### src/rtl/reclose_gating_pkg.sv
// constants and types shared by the reclose gating and retention block
// What this block does
// - shot-1 block bits 0..3 stop high-set, external, low-set, earth-fault sources
// - shot-2/3 block bits 4..7 stop the same four sources, same order
// - a shot block bit at one stops its source; all reset to zero
// - stage block bits 0..4 block low, high, inst, low-ef, high-ef at shot 1
// - stage block bits 5..9 block the same stages at shots 2 and 3; reset zero
// - a stage block holds until cutout, reclaim or lockout, whichever first
// - inhibit bits 0..3 inhibit reclose from inst, high-ef, thermal, unbalance
// - inhibit bit 4 clears stored indications on the reclose command
// - first trip indication stays shown until the hold timer expires
// - hold time in minutes up to 998, reset value 60
// - hold time 999 keeps the shown indication until a manual clear
// - hold timer drives only the display, never protection behaviour
// - five retention bits reset to one; bit 0 keeps indications and leds
// - bits 1..4 keep recorder, events, recorded values, clock with battery
// - all retention bits zero turns battery supervision off
// - group checksum is the sum of weights two to the n minus one
package reclose_gating_pkg;

  // reset values of the switch groups and hold time
  localparam logic [7:0] SHOT_BLOCK_RESET  = 8'h00;
  localparam logic [9:0] STAGE_BLOCK_RESET = 10'h000;
  localparam logic [4:0] INHIBIT_RESET     = 5'h0F;
  localparam logic [4:0] RETAIN_RESET      = 5'h1F;
  localparam logic [9:0] HOLD_RESET        = 10'h03C;
  localparam logic [9:0] HOLD_MANUAL       = 10'h3E7;

  // register selects on the setting port
  localparam logic [2:0] SEL_SHOT_BLOCK  = 3'h0;
  localparam logic [2:0] SEL_STAGE_BLOCK = 3'h1;
  localparam logic [2:0] SEL_INHIBIT     = 3'h2;
  localparam logic [2:0] SEL_RETAIN      = 3'h3;
  localparam logic [2:0] SEL_HOLD_TIME   = 3'h4;

  // field positions
  localparam int SHOT1_LSB       = 0;
  localparam int SHOT23_LSB      = 4;
  localparam int STAGE1_LSB      = 0;
  localparam int STAGE23_LSB     = 5;
  localparam int INH_CLEAR_BIT   = 4;
  localparam int RET_IND_BIT     = 0;
  localparam int RET_DIST_BIT    = 1;
  localparam int RET_EVENT_BIT   = 2;
  localparam int RET_RECORD_BIT  = 3;
  localparam int RET_CLOCK_BIT   = 4;

  // shot numbers from the sequencer
  localparam logic [1:0] SHOT_ONE = 2'h1;

  // timing: one second and one minute from the 200 MHz clock
  localparam longint SECOND_NS          = 1000000000;
  localparam longint CLK_PERIOD_NS      = 5;
  localparam int unsigned CYCLES_PER_SECOND = int'(SECOND_NS / CLK_PERIOD_NS);
  localparam int unsigned SECONDS_PER_MINUTE = 60;

  // indication display state
  typedef enum logic [2:0] {
    IND_EMPTY = 3'b001,
    IND_HOLD  = 3'b010,
    IND_OPEN  = 3'b100
  } ind_state_t;

endpackage

### src/rtl/tick_divider.sv
// counts step pulses and emits one tick pulse every div steps
`timescale 1ns/1ps
`default_nettype none
module tick_divider #(
  parameter int unsigned DIV = 60
) (
  input  wire logic clk,
  input  wire logic rst_b,
  input  wire logic restart,
  input  wire logic step,
  output logic      tick
);

  typedef struct packed {
    logic [31:0] cnt;
    logic        tick;
  } div_state_t;

  div_state_t state_reg;
  div_state_t state_next;

  // restart wins so a fresh load always gets a full period
  always_comb begin
    state_next      = state_reg;
    state_next.tick = 1'b0;
    if (restart) begin
      state_next.cnt = 32'h0000_0000;
    end else if (step) begin
      if (state_reg.cnt == 32'(DIV - 1)) begin
        state_next.cnt  = 32'h0000_0000;
        state_next.tick = 1'b1;
      end else begin
        state_next.cnt = state_reg.cnt + 32'h0000_0001;
      end
    end
  end

  always_ff @(posedge clk) begin
    if (!rst_b) begin
      state_reg <= '0;
    end else begin
      state_reg <= state_next;
    end
  end

  assign tick = state_reg.tick;

endmodule
`default_nettype wire

### src/rtl/reclose_gating.sv
// switch groups, shot and stage gating, indication hold timer, retention
`timescale 1ns/1ps
`default_nettype none
module reclose_gating #(
  parameter int unsigned CYCLES_PER_SECOND = reclose_gating_pkg::CYCLES_PER_SECOND
) (
  input  wire logic       clk,
  input  wire logic       rst_b,
  // setting port from front panel or serial link
  input  wire logic       cfg_wr,
  input  wire logic [2:0] cfg_sel,
  input  wire logic [9:0] cfg_wdata,
  output logic      [9:0] cfg_rd_data,
  // sequencer status
  input  wire logic       sequence_active,
  input  wire logic [1:0] next_shot,
  input  wire logic       shot_started,
  input  wire logic [1:0] shot_num,
  input  wire logic       cutout_elapsed,
  input  wire logic       reclaim_elapsed,
  input  wire logic       lockout,
  input  wire logic       reclose_cmd,
  // shot initiation sources
  input  wire logic       high_set_oc_trip,
  input  wire logic       ext_reclose_init,
  input  wire logic       low_set_oc_start,
  input  wire logic       earth_fault_start,
  output logic      [3:0] shot_init_ok,
  // reclose inhibit sources
  input  wire logic       inst_oc_trip,
  input  wire logic       high_set_earth_fault_stage_trip,
  input  wire logic       thermal_alarm,
  input  wire logic       unbalance_trip,
  output logic            reclose_inhibit,
  // stage trip blocking toward the protection stages
  output logic      [4:0] stage_trip_block,
  // trip indication display
  input  wire logic       trip_event,
  input  wire logic [2:0] trip_code,
  input  wire logic       manual_clear,
  output logic            ind_valid,
  output logic      [2:0] ind_code,
  output logic            ind_replace_ok,
  output logic            indications_clear,
  // retention selection
  input  wire logic       battery_ok,
  output logic            keep_indications,
  output logic            keep_disturbance,
  output logic            keep_events,
  output logic            keep_recorded,
  output logic            keep_clock,
  output logic            battery_supervision_en
);

  typedef struct packed {
    logic [7:0]                     shot_block;
    logic [9:0]                     stage_block;
    logic [4:0]                     inhibit;
    logic [4:0]                     retain;
    logic [9:0]                     hold_time;
    logic [7:0]                     shot_block_act;
    logic [9:0]                     stage_block_act;
    logic [4:0]                     stage_hold;
    logic [3:0]                     init_ok;
    logic                           inhibit_out;
    logic [9:0]                     rd_data;
    reclose_gating_pkg::ind_state_t ind_state;
    logic [2:0]                     code;
    logic [9:0]                     minutes_left;
    logic                           manual_only;
    logic                           clear_pulse;
    logic [4:0]                     keep;
    logic                           batt_sup;
  } gate_state_t;

  gate_state_t state_reg;
  gate_state_t state_next;

  logic second_tick;
  logic minute_tick;
  logic timer_load;

  // restart the dividers whenever a fresh hold period is started
  tick_divider #(
    .DIV (CYCLES_PER_SECOND)
  ) second_div (
    .clk     (clk),
    .rst_b   (rst_b),
    .restart (timer_load),
    .step    (1'b1),
    .tick    (second_tick)
  );

  tick_divider #(
    .DIV (reclose_gating_pkg::SECONDS_PER_MINUTE)
  ) minute_div (
    .clk     (clk),
    .rst_b   (rst_b),
    .restart (timer_load),
    .step    (second_tick),
    .tick    (minute_tick)
  );

  logic [3:0] init_src;
  logic [3:0] init_mask;
  logic [4:0] stage_mask;
  logic [3:0] inh_src;
  logic       seq_clear;
  logic       stage_release;
  logic       show_new;

  // source vectors in switch order
  assign init_src = {earth_fault_start, low_set_oc_start, ext_reclose_init, high_set_oc_trip};
  assign inh_src  = {unbalance_trip, thermal_alarm, high_set_earth_fault_stage_trip,
                     inst_oc_trip};

  // shot 1 uses the low nibble, shots 2 and 3 the high one
  assign init_mask = (next_shot == reclose_gating_pkg::SHOT_ONE) ?
    state_reg.shot_block_act[reclose_gating_pkg::SHOT1_LSB +: 4] :
    state_reg.shot_block_act[reclose_gating_pkg::SHOT23_LSB +: 4];

  assign stage_mask = (shot_num == reclose_gating_pkg::SHOT_ONE) ?
    state_reg.stage_block_act[reclose_gating_pkg::STAGE1_LSB +: 5] :
    state_reg.stage_block_act[reclose_gating_pkg::STAGE23_LSB +: 5];

  // first of cutout, reclaim or lockout ends the stage blocking
  assign stage_release = cutout_elapsed | reclaim_elapsed | lockout;

  // clearing of indications on the reclose command
  assign seq_clear = reclose_cmd & state_reg.inhibit[reclose_gating_pkg::INH_CLEAR_BIT];

  // a new trip is shown when nothing is held or the hold has run out
  assign show_new = trip_event &
                    ((state_reg.ind_state != reclose_gating_pkg::IND_HOLD) |
                     seq_clear | manual_clear);

  assign timer_load = show_new;

  always_comb begin
    state_next             = state_reg;
    state_next.clear_pulse = 1'b0;

    // setting writes; each group keeps only the low bits that fit its width, read back unchanged
    if (cfg_wr) begin
      case (cfg_sel)
        reclose_gating_pkg::SEL_SHOT_BLOCK: begin
          state_next.shot_block = cfg_wdata[7:0];
        end
        reclose_gating_pkg::SEL_STAGE_BLOCK: begin
          state_next.stage_block = cfg_wdata;
        end
        reclose_gating_pkg::SEL_INHIBIT: begin
          state_next.inhibit = cfg_wdata[4:0];
        end
        reclose_gating_pkg::SEL_RETAIN: begin
          state_next.retain = cfg_wdata[4:0];
        end
        reclose_gating_pkg::SEL_HOLD_TIME: begin
          state_next.hold_time = cfg_wdata;
        end
        default: begin
          state_next.hold_time = state_reg.hold_time;
        end
      endcase
    end

    // readback: each bit weighs two to its index, so the value is the checksum
    case (cfg_sel)
      reclose_gating_pkg::SEL_SHOT_BLOCK: begin
        state_next.rd_data = {2'h0, state_reg.shot_block};
      end
      reclose_gating_pkg::SEL_STAGE_BLOCK: begin
        state_next.rd_data = state_reg.stage_block;
      end
      reclose_gating_pkg::SEL_INHIBIT: begin
        state_next.rd_data = {5'h00, state_reg.inhibit};
      end
      reclose_gating_pkg::SEL_RETAIN: begin
        state_next.rd_data = {5'h00, state_reg.retain};
      end
      reclose_gating_pkg::SEL_HOLD_TIME: begin
        state_next.rd_data = state_reg.hold_time;
      end
      default: begin
        state_next.rd_data = 10'h000;
      end
    endcase

    // working copies follow the settings only between sequences, so a
    // write in mid-sequence cannot change the shot already being decided
    if (!sequence_active) begin
      state_next.shot_block_act  = state_reg.shot_block;
      state_next.stage_block_act = state_reg.stage_block;
    end

    // a set switch removes its source from shot initiation
    state_next.init_ok = init_src & ~init_mask;

    // any enabled inhibit source inhibits the reclose function
    state_next.inhibit_out = |(inh_src & state_reg.inhibit[3:0]);

    // stage blocking: a new shot start wins over a release in the same cycle
    if (shot_started) begin
      state_next.stage_hold = stage_mask;
    end else if (stage_release) begin
      state_next.stage_hold = 5'h00;
    end

    // indication display; it feeds no protection signal at all
    case (state_reg.ind_state)
      reclose_gating_pkg::IND_EMPTY: begin
        state_next.ind_state = reclose_gating_pkg::IND_EMPTY;
      end
      reclose_gating_pkg::IND_HOLD: begin
        if (!state_reg.manual_only && state_reg.minutes_left == 10'h000) begin
          state_next.ind_state = reclose_gating_pkg::IND_OPEN;
        end else if (!state_reg.manual_only && minute_tick) begin
          state_next.minutes_left = state_reg.minutes_left - 10'h001;
        end
      end
      reclose_gating_pkg::IND_OPEN: begin
        state_next.ind_state = reclose_gating_pkg::IND_OPEN;
      end
      default: begin
        state_next.ind_state = reclose_gating_pkg::IND_EMPTY;
      end
    endcase

    // clears empty the display and drop the stored code; a trip in the
    // same cycle is still shown
    if (manual_clear || seq_clear) begin
      state_next.ind_state   = reclose_gating_pkg::IND_EMPTY;
      state_next.code        = 3'h0;
      state_next.clear_pulse = 1'b1;
    end

    if (show_new) begin
      state_next.ind_state    = reclose_gating_pkg::IND_HOLD;
      state_next.code         = trip_code;
      state_next.minutes_left = state_reg.hold_time;
      state_next.manual_only  = (state_reg.hold_time >= reclose_gating_pkg::HOLD_MANUAL);
    end

    // retention selections; bits past the first need a charged battery
    state_next.keep[reclose_gating_pkg::RET_IND_BIT] =
      state_reg.retain[reclose_gating_pkg::RET_IND_BIT];
    state_next.keep[reclose_gating_pkg::RET_DIST_BIT] =
      state_reg.retain[reclose_gating_pkg::RET_DIST_BIT] & battery_ok;
    state_next.keep[reclose_gating_pkg::RET_EVENT_BIT] =
      state_reg.retain[reclose_gating_pkg::RET_EVENT_BIT] & battery_ok;
    state_next.keep[reclose_gating_pkg::RET_RECORD_BIT] =
      state_reg.retain[reclose_gating_pkg::RET_RECORD_BIT] & battery_ok;
    state_next.keep[reclose_gating_pkg::RET_CLOCK_BIT] =
      state_reg.retain[reclose_gating_pkg::RET_CLOCK_BIT] & battery_ok;

    // supervision is off only when no retention bit is set, bit 0 included
    state_next.batt_sup = |state_reg.retain;
  end

  // register the whole state; settings take their documented defaults
  always_ff @(posedge clk) begin
    if (!rst_b) begin
      state_reg.shot_block      <= reclose_gating_pkg::SHOT_BLOCK_RESET;
      state_reg.stage_block     <= reclose_gating_pkg::STAGE_BLOCK_RESET;
      state_reg.inhibit         <= reclose_gating_pkg::INHIBIT_RESET;
      state_reg.retain          <= reclose_gating_pkg::RETAIN_RESET;
      state_reg.hold_time       <= reclose_gating_pkg::HOLD_RESET;
      state_reg.shot_block_act  <= reclose_gating_pkg::SHOT_BLOCK_RESET;
      state_reg.stage_block_act <= reclose_gating_pkg::STAGE_BLOCK_RESET;
      state_reg.stage_hold      <= 5'h00;
      state_reg.init_ok         <= 4'h0;
      state_reg.inhibit_out     <= 1'b0;
      state_reg.rd_data         <= 10'h000;
      state_reg.ind_state       <= reclose_gating_pkg::IND_EMPTY;
      state_reg.code            <= 3'h0;
      state_reg.minutes_left    <= 10'h000;
      state_reg.manual_only     <= 1'b0;
      state_reg.clear_pulse     <= 1'b0;
      state_reg.keep            <= 5'h00;
      state_reg.batt_sup        <= 1'b0;
    end else begin
      state_reg <= state_next;
    end
  end

  // outputs straight from the state flops
  assign cfg_rd_data            = state_reg.rd_data;
  assign shot_init_ok           = state_reg.init_ok;
  assign reclose_inhibit        = state_reg.inhibit_out;
  assign stage_trip_block       = state_reg.stage_hold;
  assign ind_valid              = (state_reg.ind_state != reclose_gating_pkg::IND_EMPTY);
  assign ind_code               = state_reg.code;
  assign ind_replace_ok         = (state_reg.ind_state != reclose_gating_pkg::IND_HOLD);
  assign indications_clear      = state_reg.clear_pulse;
  assign keep_indications       = state_reg.keep[reclose_gating_pkg::RET_IND_BIT];
  assign keep_disturbance       = state_reg.keep[reclose_gating_pkg::RET_DIST_BIT];
  assign keep_events            = state_reg.keep[reclose_gating_pkg::RET_EVENT_BIT];
  assign keep_recorded          = state_reg.keep[reclose_gating_pkg::RET_RECORD_BIT];
  assign keep_clock             = state_reg.keep[reclose_gating_pkg::RET_CLOCK_BIT];
  assign battery_supervision_en = state_reg.batt_sup;

endmodule
`default_nettype wire

### config.mk
export PLATFORM = sky130hd
export DESIGN_NAME = reclose_gating
export DESIGN_NICKNAME = d
export VERILOG_FILES = /design/src/rtl/reclose_gating_pkg.sv /design/src/rtl/tick_divider.sv /design/src/rtl/reclose_gating.sv
export SDC_FILE = /design/constraint.sdc
export NUM_CORES = 1
export LEC_CHECK = 0
export ABC_AREA = 0
export ABC_CLOCK_PERIOD_IN_PS = 2900
export BUFFER_PORTS_ARGS = -buffer_cell sky130_fd_sc_hd__buf_4
export CAP_MARGIN = 15
export CORE_MARGIN = 5
export CORE_UTILIZATION = 35
export DETAILED_ROUTE_END_ITERATION = 10
export SETUP_SLACK_MARGIN = 0.5
export SLEW_MARGIN = 15
export SYNTH_ARGS = -nofsm -noshare
export SYNTH_HDL_FRONTEND = slang
export SYNTH_SLANG_ARGS = --single-unit
### constraint.sdc
create_clock -name clk -period 2.9 [get_ports clk]
set_input_delay 0.145 -clock clk [delete_from_list [all_inputs] [get_ports clk]]
set_output_delay 0.145 -clock clk [all_outputs]
set_load 0.02 [all_outputs]
==> reports/metrics.cfg, run 1 <==
[timing]
hold_violations = 0
fin_crit_sh = 0.7851
skew_ns = 0.009121
rsz0062_at_grt = no
slew_headroom = 0.4194
finalCriticalPeriod_ns = 2.277
finalMaxSlewViolations = 0
setup_viol = 0
fin_setup_tns_ns = 0
worst_pin_slew_ns = 0.8629
clock.fmax_mhz = 439.2

[cells_and_area]
final_area_mm2 = 0.008965
diodes = 0
nets = 970
largest_reg_flops = 69
fin_util = 0.4238
area_growth_pct = 18.84
fin_cells = 1215
drive_gt1_frac = 0.1415

[worst_hold_path]
hold_depth = 3
hold_class = input port to flop
min_from = cfg_wdata[0]

[yosys]
synth_seq_cells = 166
syn_nets = 918
yosys_warnings = 0
synthTopCellsByArea = dfxtp_1 44%, nand2_1 4.9%, mux2i_1 4.8%
ys_seq_area_frac = 0.4405
postSynthAreaPerCell_um2 = 8.621
synth_cells = 875
yosys.area_share.adder = 0.004976
synth_xor_area_frac = 0.03135
synth.mux.area_fraction = 0.05673
synth_edf_count = 0
yosys.cell_types.count = 52
synth_top_family_by_area = simple AND/OR/NAND/NOR gates
synthArstFlopShare = 0
synth_compound_area_frac = 0.1297
synth.top_cell.area_share = 0.4405
synth-main-ff-cell = dfxtp_1
synth_top_area_cell = dfxtp_1
synth-simple-area-share = 0.2816
syn_area_mm2 = 0.007543

[power]
p_leak_uw = 0.003175
ir_drop_v = 0.0003623
total_power_uw = 4940
power_density_mw_per_mm2 = 551.1

[setup_path]
arrival_ns = 2.62
critPathMaxStageDelay_ns = 0.72
required_ns = 3.24
worstSetupStartpointType = flop
path_class = flop to flop
cpMaxStageDelayCell = or4_4
endpoint_kind = flop
r2r_start = second_div.state_reg[3]
worstPathCellList = nand3_1, or4_4, or4b_1, a211oi_1
crit_fanout = 15
r2r_cells = 4
crit_start = second_div.state_reg[3]

[clocking]
cts.clk_slew.worst_paths_ns = 0.07
clockRootBuffer = clkbuf_16
cts_sinks = 166
cts_tree = yes
cts_max_path_buffers = 2
post_cts_buffers = 0
htreeDepth = 4
cts_buffers = 17
insertion_delay_ns = 0.43

[routing]
vias = 6506
drtAntennaViolNets = 0
wire_per_inst_um = 15.25
drtIter0Drc = 406
drc = 0
drt_wl_total_um = 18530
dr.pass1.iters = 4
routed_via_density = 5.355

[floorplan]
coreArea_mm2 = 0.02115
die-area_mm2 = 0.02459
die-width_um = 156.8
die_y_um = 156.8
start_util = 0.3566
placementRows = 53
ioPinCount = 72

[global_route]
grt_pass1_vias = 5925
antenna_found_initial = 1
grt_max_degree = 47
grt_use_total = 0.1501
grt_pass1_wl_um = 30240
grt_overflow = 0

[placed_design]
port_buffers = 71
gp_congestion = 0.8654
place_inst = 1163
place_area_mm2 = 0.008173
hpwl_um = 12760

[run]
max_cap_viol_count = 0

[outcome]
status = completed

==> logic make-up (layout without fill, tap and decap cells) <==
logic type | count (synthesis) | count (layout)
xor gates and xnor gates | 27 | 27
muxes | 42 | 42
DFF | 166 | 166
AOI/OAI and AO/OA | 158 | 158
adders and majority gates | 3 | 3
buffers and inverters | 83 | 148
and+or+nand+nor | 396 | 396
==> worst paths after layout <==
| path | to | slack [ns] |
|---|---|---|
| max reg2reg | second_div.state_reg[28] | 0.62 |
| min reg2reg | ind_code[0] | 0.47 |
| min | state_next[1] | 0.01 |
| max | second_div.state_reg[28] | 0.62 |
==> layer usage <==
layer / wire (um) / up-vias / GRT usage
met2: 8768 / 126 / 0.2488
met3: 827 / 25 / 0.02710
met5: 20 / - / 0
met4: 299 / 2 / 0.05165
met1: 8610 / 3047 / 0.1969
li1: - / 3306 / -
==> timing repair <==
action | in CTS | in global routing
hold endpoints to repair | 34 | 1
resized for setup | 0 | 1
hold buffers | 19 | 1
setup endpoints to repair | 0 | 2
==> stage by stage <==
step | setup slack [ns] | hold slack (ns)
2_1_floorplan | 0.7515 | 0.2605
3_3_place_gp | 0.6425 | 0.3711
3_5_place_dp | 0.6092 | 0.3752
4_1_cts | 0.6121 | 0.0001804
5_1_grt | 0.5244 | 0.01563
6_report | 0.6233 | 0.01340
==> cells in the final DEF (no fill, tap or decap), types with 24 or more instances in the layout <==
| master | instances |
|---|---|
| nand4_1 | 24 |
| o21ai_0 | 28 |
| buf_4 | 83 |
| nor2_1 | 46 |
| a21oi_1 | 53 |
| nand3_1 | 47 |
| or4_1 | 27 |
| nor3_1 | 48 |
| a211oi_1 | 28 |
| mux2i_1 | 36 |
| nand2_1 | 98 |
| dfxtp_1 | 166 |
==> report_power, final <==
| group | switching, uW | internal, uW |
|---|---|---|
| Clock | 1030 | 1220 |
| Combinational | 188 | 145 |
| Sequential | 32.5 | 2320 |
==> Yosys cell counts (2+ instances only) <==
library cell / count
nor3_1: 48
ha_1: 3
buf_2: 5
nand2_1: 99
or4b_1: 3
o21ai_0: 28
dfxtp_1: 166
buf_4: 22
mux2i_1: 36
xor2_1: 8
o41ai_1: 2
nand2b_1: 6
a22oi_1: 14
a311oi_1: 3
nor2_1: 46
buf_1: 3
o31ai_1: 15
or3_1: 23
nor3b_1: 3
inv_1: 11
and4_1: 10
nor4_1: 19
nand3_1: 47
buf_6: 2
a31oi_1: 8
and3b_1: 3
xnor2_1: 19
or4_1: 28
nor2b_1: 6
a211oi_1: 28
nand4_1: 24
mux2_2: 6
and3_1: 18
and2_1: 5
clkbuf_1: 39
a21oi_1: 53
==> layout make-up <==
| class | count | area (um2) |
|---|---|---|
| fill | 2115 | 12190 |
| multi-input combinational | 626 | 3821 |
| sequential | 166 | 3323 |
| timing repair buffer | 104 | 843.3 |
| clock buffer | 17 | 425.4 |
| tap | 275 | 344.1 |
| clock inverter | 15 | 162.7 |
| inverter | 12 | 45.04 |
==> critical path: cells and delay by family (launching register included) <==
family	cells	cell delay [ns]
AO/OA/AOI/OAI	1	0.23
flip-flops	1	0.41
AND/OR/NAND/NOR	3	1.54
Note: power is estimated with default switching activity, not from simulation.
==> run 2, diff against run 1 <==
--- a/config.mk
+++ b/config.mk
@@ -6,7 +6,7 @@
 export NUM_CORES = 1
 export LEC_CHECK = 0
 export ABC_AREA = 0
-export ABC_CLOCK_PERIOD_IN_PS = 2900
+export ABC_CLOCK_PERIOD_IN_PS = 2250
 export BUFFER_PORTS_ARGS = -buffer_cell sky130_fd_sc_hd__buf_4
 export CAP_MARGIN = 15
 export CORE_MARGIN = 5
==> constraint.sdc (replaced) <==
create_clock -name clk -period 2.25 [get_ports clk]
set_input_delay 0.1125 -clock clk [delete_from_list [all_inputs] [get_ports clk]]
set_output_delay 0.1125 -clock clk [all_outputs]
set_load 0.02 [all_outputs]
==> reports/metrics.cfg, run 2 (same netlist as run 1, synthesis figures left out) <==
[timing]
fin_setup_tns_ns = 0  ; unchanged
hold_violations = 0  ; unchanged
slew_headroom = 0.5527  ; +0.1332
fin_crit_sh = 0.9384  ; +0.1533
skew_ns = 0.01344  ; +0.004314 ns
worst_pin_slew_ns = 0.6710  ; -0.1919 ns
setup_viol = 0  ; unchanged
finalMaxSlewViolations = 0  ; unchanged
clock.fmax_mhz = 473.6  ; +7.8%
finalCriticalPeriod_ns = 2.111  ; -0.1654 ns
rsz0062_at_grt = yes

[routing]
routed_via_density = 5.401  ; +0.87%
drt_wl_total_um = 20970  ; +13%
drtIter0Drc = 363  ; -11%
vias = 6957  ; +6.9%
dr.pass1.iters = 4  ; unchanged
wire_per_inst_um = 16.28  ; +6.8%
drc = 0  ; unchanged
drtAntennaViolNets = 0  ; unchanged

[setup_path]
worstSetupStartpointType = flop
critPathMaxStageDelay_ns = 0.51  ; -0.21 ns
arrival_ns = 2.42  ; -0.20 ns
critPathTopFamily = simple AND/OR/NAND/NOR gates
r2r_setup_slack_ns = 0.14  ; -0.48 ns
path_class = flop to flop
worstPathCellList = or4b_1, or4b_4, nor4b_4, buf_6, buf_4, a211oi_1
r2r_cells = 6  ; +2
endpoint_kind = flop
r2r_start = second_div.state_reg[27]
crit_fanout = 7  ; -8
crit_start = second_div.state_reg[27]
cpMaxStageDelayCell = or4b_4
worst-path-buf-inv = 2  ; +2
required_ns = 2.56  ; -0.68 ns
regToRegEndpoint = second_div.state_reg[27]

[cells_and_area]
diodes = 0  ; unchanged
fillers = 1986  ; -6.1%
drive_gt1_frac = 0.2596  ; +0.1181
final_common_cell = dfxtp_1
nets = 1043  ; +7.5%
area_growth_pct = 32.76
largest_reg_flops = 69  ; unchanged
mostFrequentLayoutCells = 137 x dfxtp_1, 123 x buf_4, 97 x nand2_1, 52 x a21oi_1

[global_route]
grt_overflow = 0  ; unchanged
grt_pass1_wl_um = 32570  ; +7.7%
grt_max_degree = 65  ; +38%
grt_pass1_vias = 6549  ; +11%
grt_use_total = 0.1608  ; +0.01075
antenna_found_initial = 0  ; -1

[power]
p_leak_uw = 0.003640  ; +15%
p_int_uw = 4812  ; +30%
power_density_mw_per_mm2 = 647.8  ; +18%
power.share.clock = 0.450  ; -0.006
swShare = 0.2583  ; +0.005275
switchingPower_uw = 1676  ; +34%
power.share.sequential = 0.467  ; -0.009
ir_drop_v = 0.0003557  ; -1.8%
total_power_uw = 6488  ; +31%
combPwrFrac = 0.083  ; +0.016

[floorplan]
die-width_um = 156.8  ; unchanged
die-area_mm2 = 0.02459  ; unchanged
coreArea_mm2 = 0.02115  ; unchanged
die_y_um = 156.8  ; unchanged
start_util = 0.3566  ; unchanged
ioPinCount = 72  ; unchanged
placementRows = 53  ; unchanged

[worst_hold_path]
min_from = reclose_cmd
hold_end = state_reg[22]
hold_depth = 4  ; +1
hold_class = input port to flop

[clocking]
cts_tree = yes
cts_buffers = 17  ; unchanged
insertion_delay_ns = 0.44  ; about the same
clockRootBuffer = clkbuf_16
cts_sinks = 166  ; unchanged
htreeDepth = 4  ; unchanged
cts_max_path_buffers = 2  ; unchanged
cts.clk_slew.worst_paths_ns = 0.07  ; about the same

[placed_design]
port_buffers = 71  ; unchanged
hpwl_um = 12910  ; +1.1%
gp_congestion = 0.8815  ; +1.9%

[run]
max_cap_viol_count = 0  ; unchanged

[outcome]
status = completed

run 2: cell types whose count changed in the layout (fill, tap and decap cells not counted), sizes merged:
| cell | previous run | this run |
|---|---|---|
| clkinvlp | 1 | 4 |
| dlygate4sd3 | 20 | 27 |
| clkbuf | 17 | 20 |
| clkinv | 5 | 2 |
| buf | 84 | 146 |
| or4 | 29 | 30 |
run 2: worst min-delay path, delay by kind of cell:
kind | cells | cell delay, ns
AO/OA/AOI/OAI | 2 | 0.13
buffers and inverters | 1 | 0.10
AND/OR/NAND/NOR | 1 | 0.06
run 2: layer usage:
metal / vias up / global-route usage / wire [um]
met3: 30 / 0.03457 / 977
met1: 3310 / 0.2039 / 9237
met5: - / 0 / 0
met4: 0 / 0.04545 / 374
li1: 3461 / - / -
met2: 156 / 0.2760 / 10380
run 2: area by class of cell:
class,instances,area [um2],area share
Multi-Input combinational cell,627,4096,0.4090
Clock buffer,17,425.4,0.04248
Timing Repair Buffer,176,1567,0.1564
Clock inverter,15,160.2,0.01599
Sequential cell,166,3377,0.3372
Inverter,12,45.04,0.004498
Tap cell,275,344.1,0.03436
run 2: metrics by stage:
step | cells | hold WS (ns) | instance area, um2 | setup WS, ns | util
3_3_place_gp | 1183 | 0.3390 | 8374 | 0.1881 | 0.3959
4_1_cts | 1264 | 0.0008678 | 9578 | 0.1757 | 0.4528
3_5_place_dp | 1183 | 0.3449 | 8374 | 0.1436 | 0.3959
2_1_floorplan | 875 | 0.2280 | 7591 | 0.1241 | -
6_report | 1288 | 0.01374 | 10010 | 0.1387 | 0.4734
5_1_grt | 1288 | 0.03196 | 10010 | 0.08854 | 0.4734
run 2: power by group through the flow:
stage | clock [uW] | combinational, uW | sequential (uW)
floorplan | 0 | 247 | 3100
CTS | 2970 | 495 | 3030
finish | 2920 | 535 | 3030
global route | 3110 | 578 | 3040
detailed placement | 0 | 415 | 3100
global placement | 0 | 412 | 3100
run 2: worst max-delay path by stage:
| stage | to | slack (ns) | cells past startpoint |
|---|---|---|---|
| global placement | second_div.state_reg[27] | 0.19 | 5 |
| finish | second_div.state_reg[27] | 0.14 | 6 |
| floorplan | second_div.state_reg[10] | 0.12 | 5 |
| CTS | second_div.tick | 0.18 | 5 |
| global route | second_div.tick | 0.09 | 6 |
| detailed placement | second_div.state_reg[25] | 0.14 | 5 |
run 2: what timing repair did:
action,CTS,global route
resized for setup,47,54
endpoints found under the hold margin,60,0
hold buffers,27,0
endpoints found under the setup margin,71,77
pin swaps,14,24
gates cloned,5,5
setup buffers,17,19
==> run 3, diff against run 2 <==
--- a/config.mk
+++ b/config.mk
@@ -12,7 +12,6 @@
 export CORE_MARGIN = 5
 export CORE_UTILIZATION = 35
 export DETAILED_ROUTE_END_ITERATION = 10
-export SETUP_SLACK_MARGIN = 0.5
 export SLEW_MARGIN = 15
 export SYNTH_ARGS = -nofsm -noshare
 export SYNTH_HDL_FRONTEND = slang
==> reports/metrics.cfg, run 3 (same netlist as run 1, synthesis figures left out) <==
[run]
max_cap_viol_count = 0  ; unchanged

[setup_path]
r2r_cells = 5  ; -1
worstPathCellList = or4b_1, or4b_4, nor4b_4, buf_4, nor3_1
worstSetupStartpointType = flop
cpMaxStageDelayCell = or4b_1
path_class = flop to flop
arrival_ns = 2.45  ; +0.03 ns
r2r_setup_slack_ns = 0.1  ; -0.04 ns
critPathTopFamily = simple AND/OR/NAND/NOR gates
crit_fanout = 18  ; +11
regToRegEndpoint = second_div.state_reg[5]
r2r_start = second_div.state_reg[27]
required_ns = 2.55  ; about the same
crit_start = second_div.state_reg[27]
endpoint = second_div.state_reg[5]
worst-path-buf-inv = 1  ; -1
endpoint_kind = flop
cp_num_cells = 5  ; -1
critPathMaxStageDelay_ns = 0.51  ; about the same

[cells_and_area]
largest_reg_flops = 69  ; unchanged
final_common_cell = dfxtp_1
mostFrequentLayoutCells = 166 x dfxtp_1, 103 x buf_4, 98 x nand2_1, 53 x a21oi_1, 48 x nor3_1
fin_util = 0.4350  ; -0.03844
seq_area_mm2 = 0.003323  ; -1.6%
nets = 997  ; -4.4%
drive_gt1_frac = 0.1624  ; -0.09727
fillers = 2107  ; +6.1%
area_growth_pct = 21.98
multiInputGateArea_mm2 = 0.003832  ; -6.4%
diodes = 0  ; unchanged

[floorplan]
die-width_um = 156.8  ; unchanged
placementRows = 53  ; unchanged
die_y_um = 156.8  ; unchanged
ioPinCount = 72  ; unchanged
start_util = 0.3566  ; unchanged
die-area_mm2 = 0.02459  ; unchanged
coreArea_mm2 = 0.02115  ; unchanged

[routing]
routed_via_density = 5.297  ; -1.9%
vias = 6579  ; -5.4%
dr.pass1.iters = 4  ; unchanged
wire_per_inst_um = 14.92  ; -8.4%
drtAntennaViolNets = 0  ; unchanged
drc = 0  ; unchanged
drtIter0Drc = 399  ; +9.9%
drt_wl_total_um = 18530  ; -12%

[timing]
skew_ns = 0.008408  ; -0.005028 ns
fin_ws_ns = 0.09830  ; -0.04039 ns
setup_viol = 0  ; unchanged
finalCriticalPeriod_ns = 2.152  ; +0.04039 ns
hold_violations = 0  ; unchanged
rsz0062_at_grt = no
worst_pin_slew_ns = 0.5326  ; -0.1385 ns
finalMaxSlewViolations = 0  ; unchanged
fin_setup_tns_ns = 0  ; unchanged
clock.fmax_mhz = 464.7  ; -1.9%
slew_headroom = 0.6417  ; +0.08903
fin_crit_sh = 0.9563  ; +0.01795

[clocking]
cts_sinks = 166  ; unchanged
cts_buffers = 17  ; unchanged
cts.clk_slew.worst_paths_ns = 0.07  ; about the same
insertion_delay_ns = 0.42  ; -0.02 ns
cts_tree = yes
htreeDepth = 4  ; unchanged
cts_max_path_buffers = 2  ; unchanged
clockRootBuffer = clkbuf_16

[worst_hold_path]
hold_class = input port to flop

[placed_design]
preCtsSetupSlack_ns = 0.06836  ; -0.07524 ns
gp_congestion = 0.8718  ; -1.1%
port_buffers = 71  ; unchanged
hpwl_um = 12870  ; -0.32%

[power]
power_density_mw_per_mm2 = 686.5  ; +6.0%
p_leak_uw = 0.003296  ; -9.5%
total_power_uw = 6317  ; -2.6%
ir_drop_v = 0.0004712  ; +32%

[global_route]
grt_use_total = 0.1493  ; -0.01148
grt_pass1_wl_um = 30260  ; -7.1%
grt_overflow = 0  ; unchanged
grt_max_degree = 65  ; unchanged
antenna_found_initial = 0  ; unchanged
grt_pass1_vias = 6093  ; -7.0%

[outcome]
status = completed

-- run 3: cell type report --
cell class,count,area share
multi-input cells,626,0.4165
flip-flops and latches,166,0.3612
repair buffers,131,0.1167
clock buffers,17,0.04623
well taps,275,0.03739
clock inverters,15,0.01713
inverters,12,0.004895
-- run 3: worst min-delay path by stage --
stage	startpoint	end	slack, ns	cells past startpoint
2_1_floorplan	trip_event	state_reg[21]	0.23	1
3_5_place_dp	trip_event	state_reg[21]	0.34	2
6_report	cfg_wr	state_reg[80]	0.03	3
5_1_grt	cfg_wr	state_reg[78]	0.01	3
4_1_cts	cfg_wr	state_reg[80]	0.001	3
3_3_place_gp	trip_event	state_reg[21]	0.34	2
-- run 3: per-layer routing --
metal,part of all wire,global-route usage
met4,0.017,0.05124
met1,0.47,0.1969
met3,0.033,0.02434
met2,0.48,0.2484
met5,0,0
-- run 3: power by group --
group	switching, uW	internal [uW]
sequential	42.7	2990
clock	1360	1480
combinational	243	203
total	1640	4680
-- run 3: worst reg2reg max path: stages, from the launching register on --
cell	delay (ns)
dfxtp_1	0.36
or4b_1	0.51
or4b_4	0.51
nor4b_4	0.30
buf_4	0.27
nor3_1	0.09
-- run 3: timing repair --
action | 4_1_cts | 5_1_grt
endpoints found under the setup margin | 0 | 5
resized for setup | 0 | 4
hold buffers | 26 | 0
buffers inserted | 0 | 3
hold endpoints to repair | 59 | 0
-- run 3: stage by stage --
| step | hold WS, ns | instances | instance area (um2) |
|---|---|---|---|
| 3_5_place_dp | 0.3388 | 1181 | 8320 |
| 2_1_floorplan | 0.2280 | 875 | 7543 |
| 5_1_grt | 0.01354 | 1242 | 9201 |
| 6_report | 0.02563 | 1242 | 9201 |
| 3_3_place_gp | 0.3377 | 1181 | 8320 |
| 4_1_cts | 0.001416 | 1239 | 9164 |
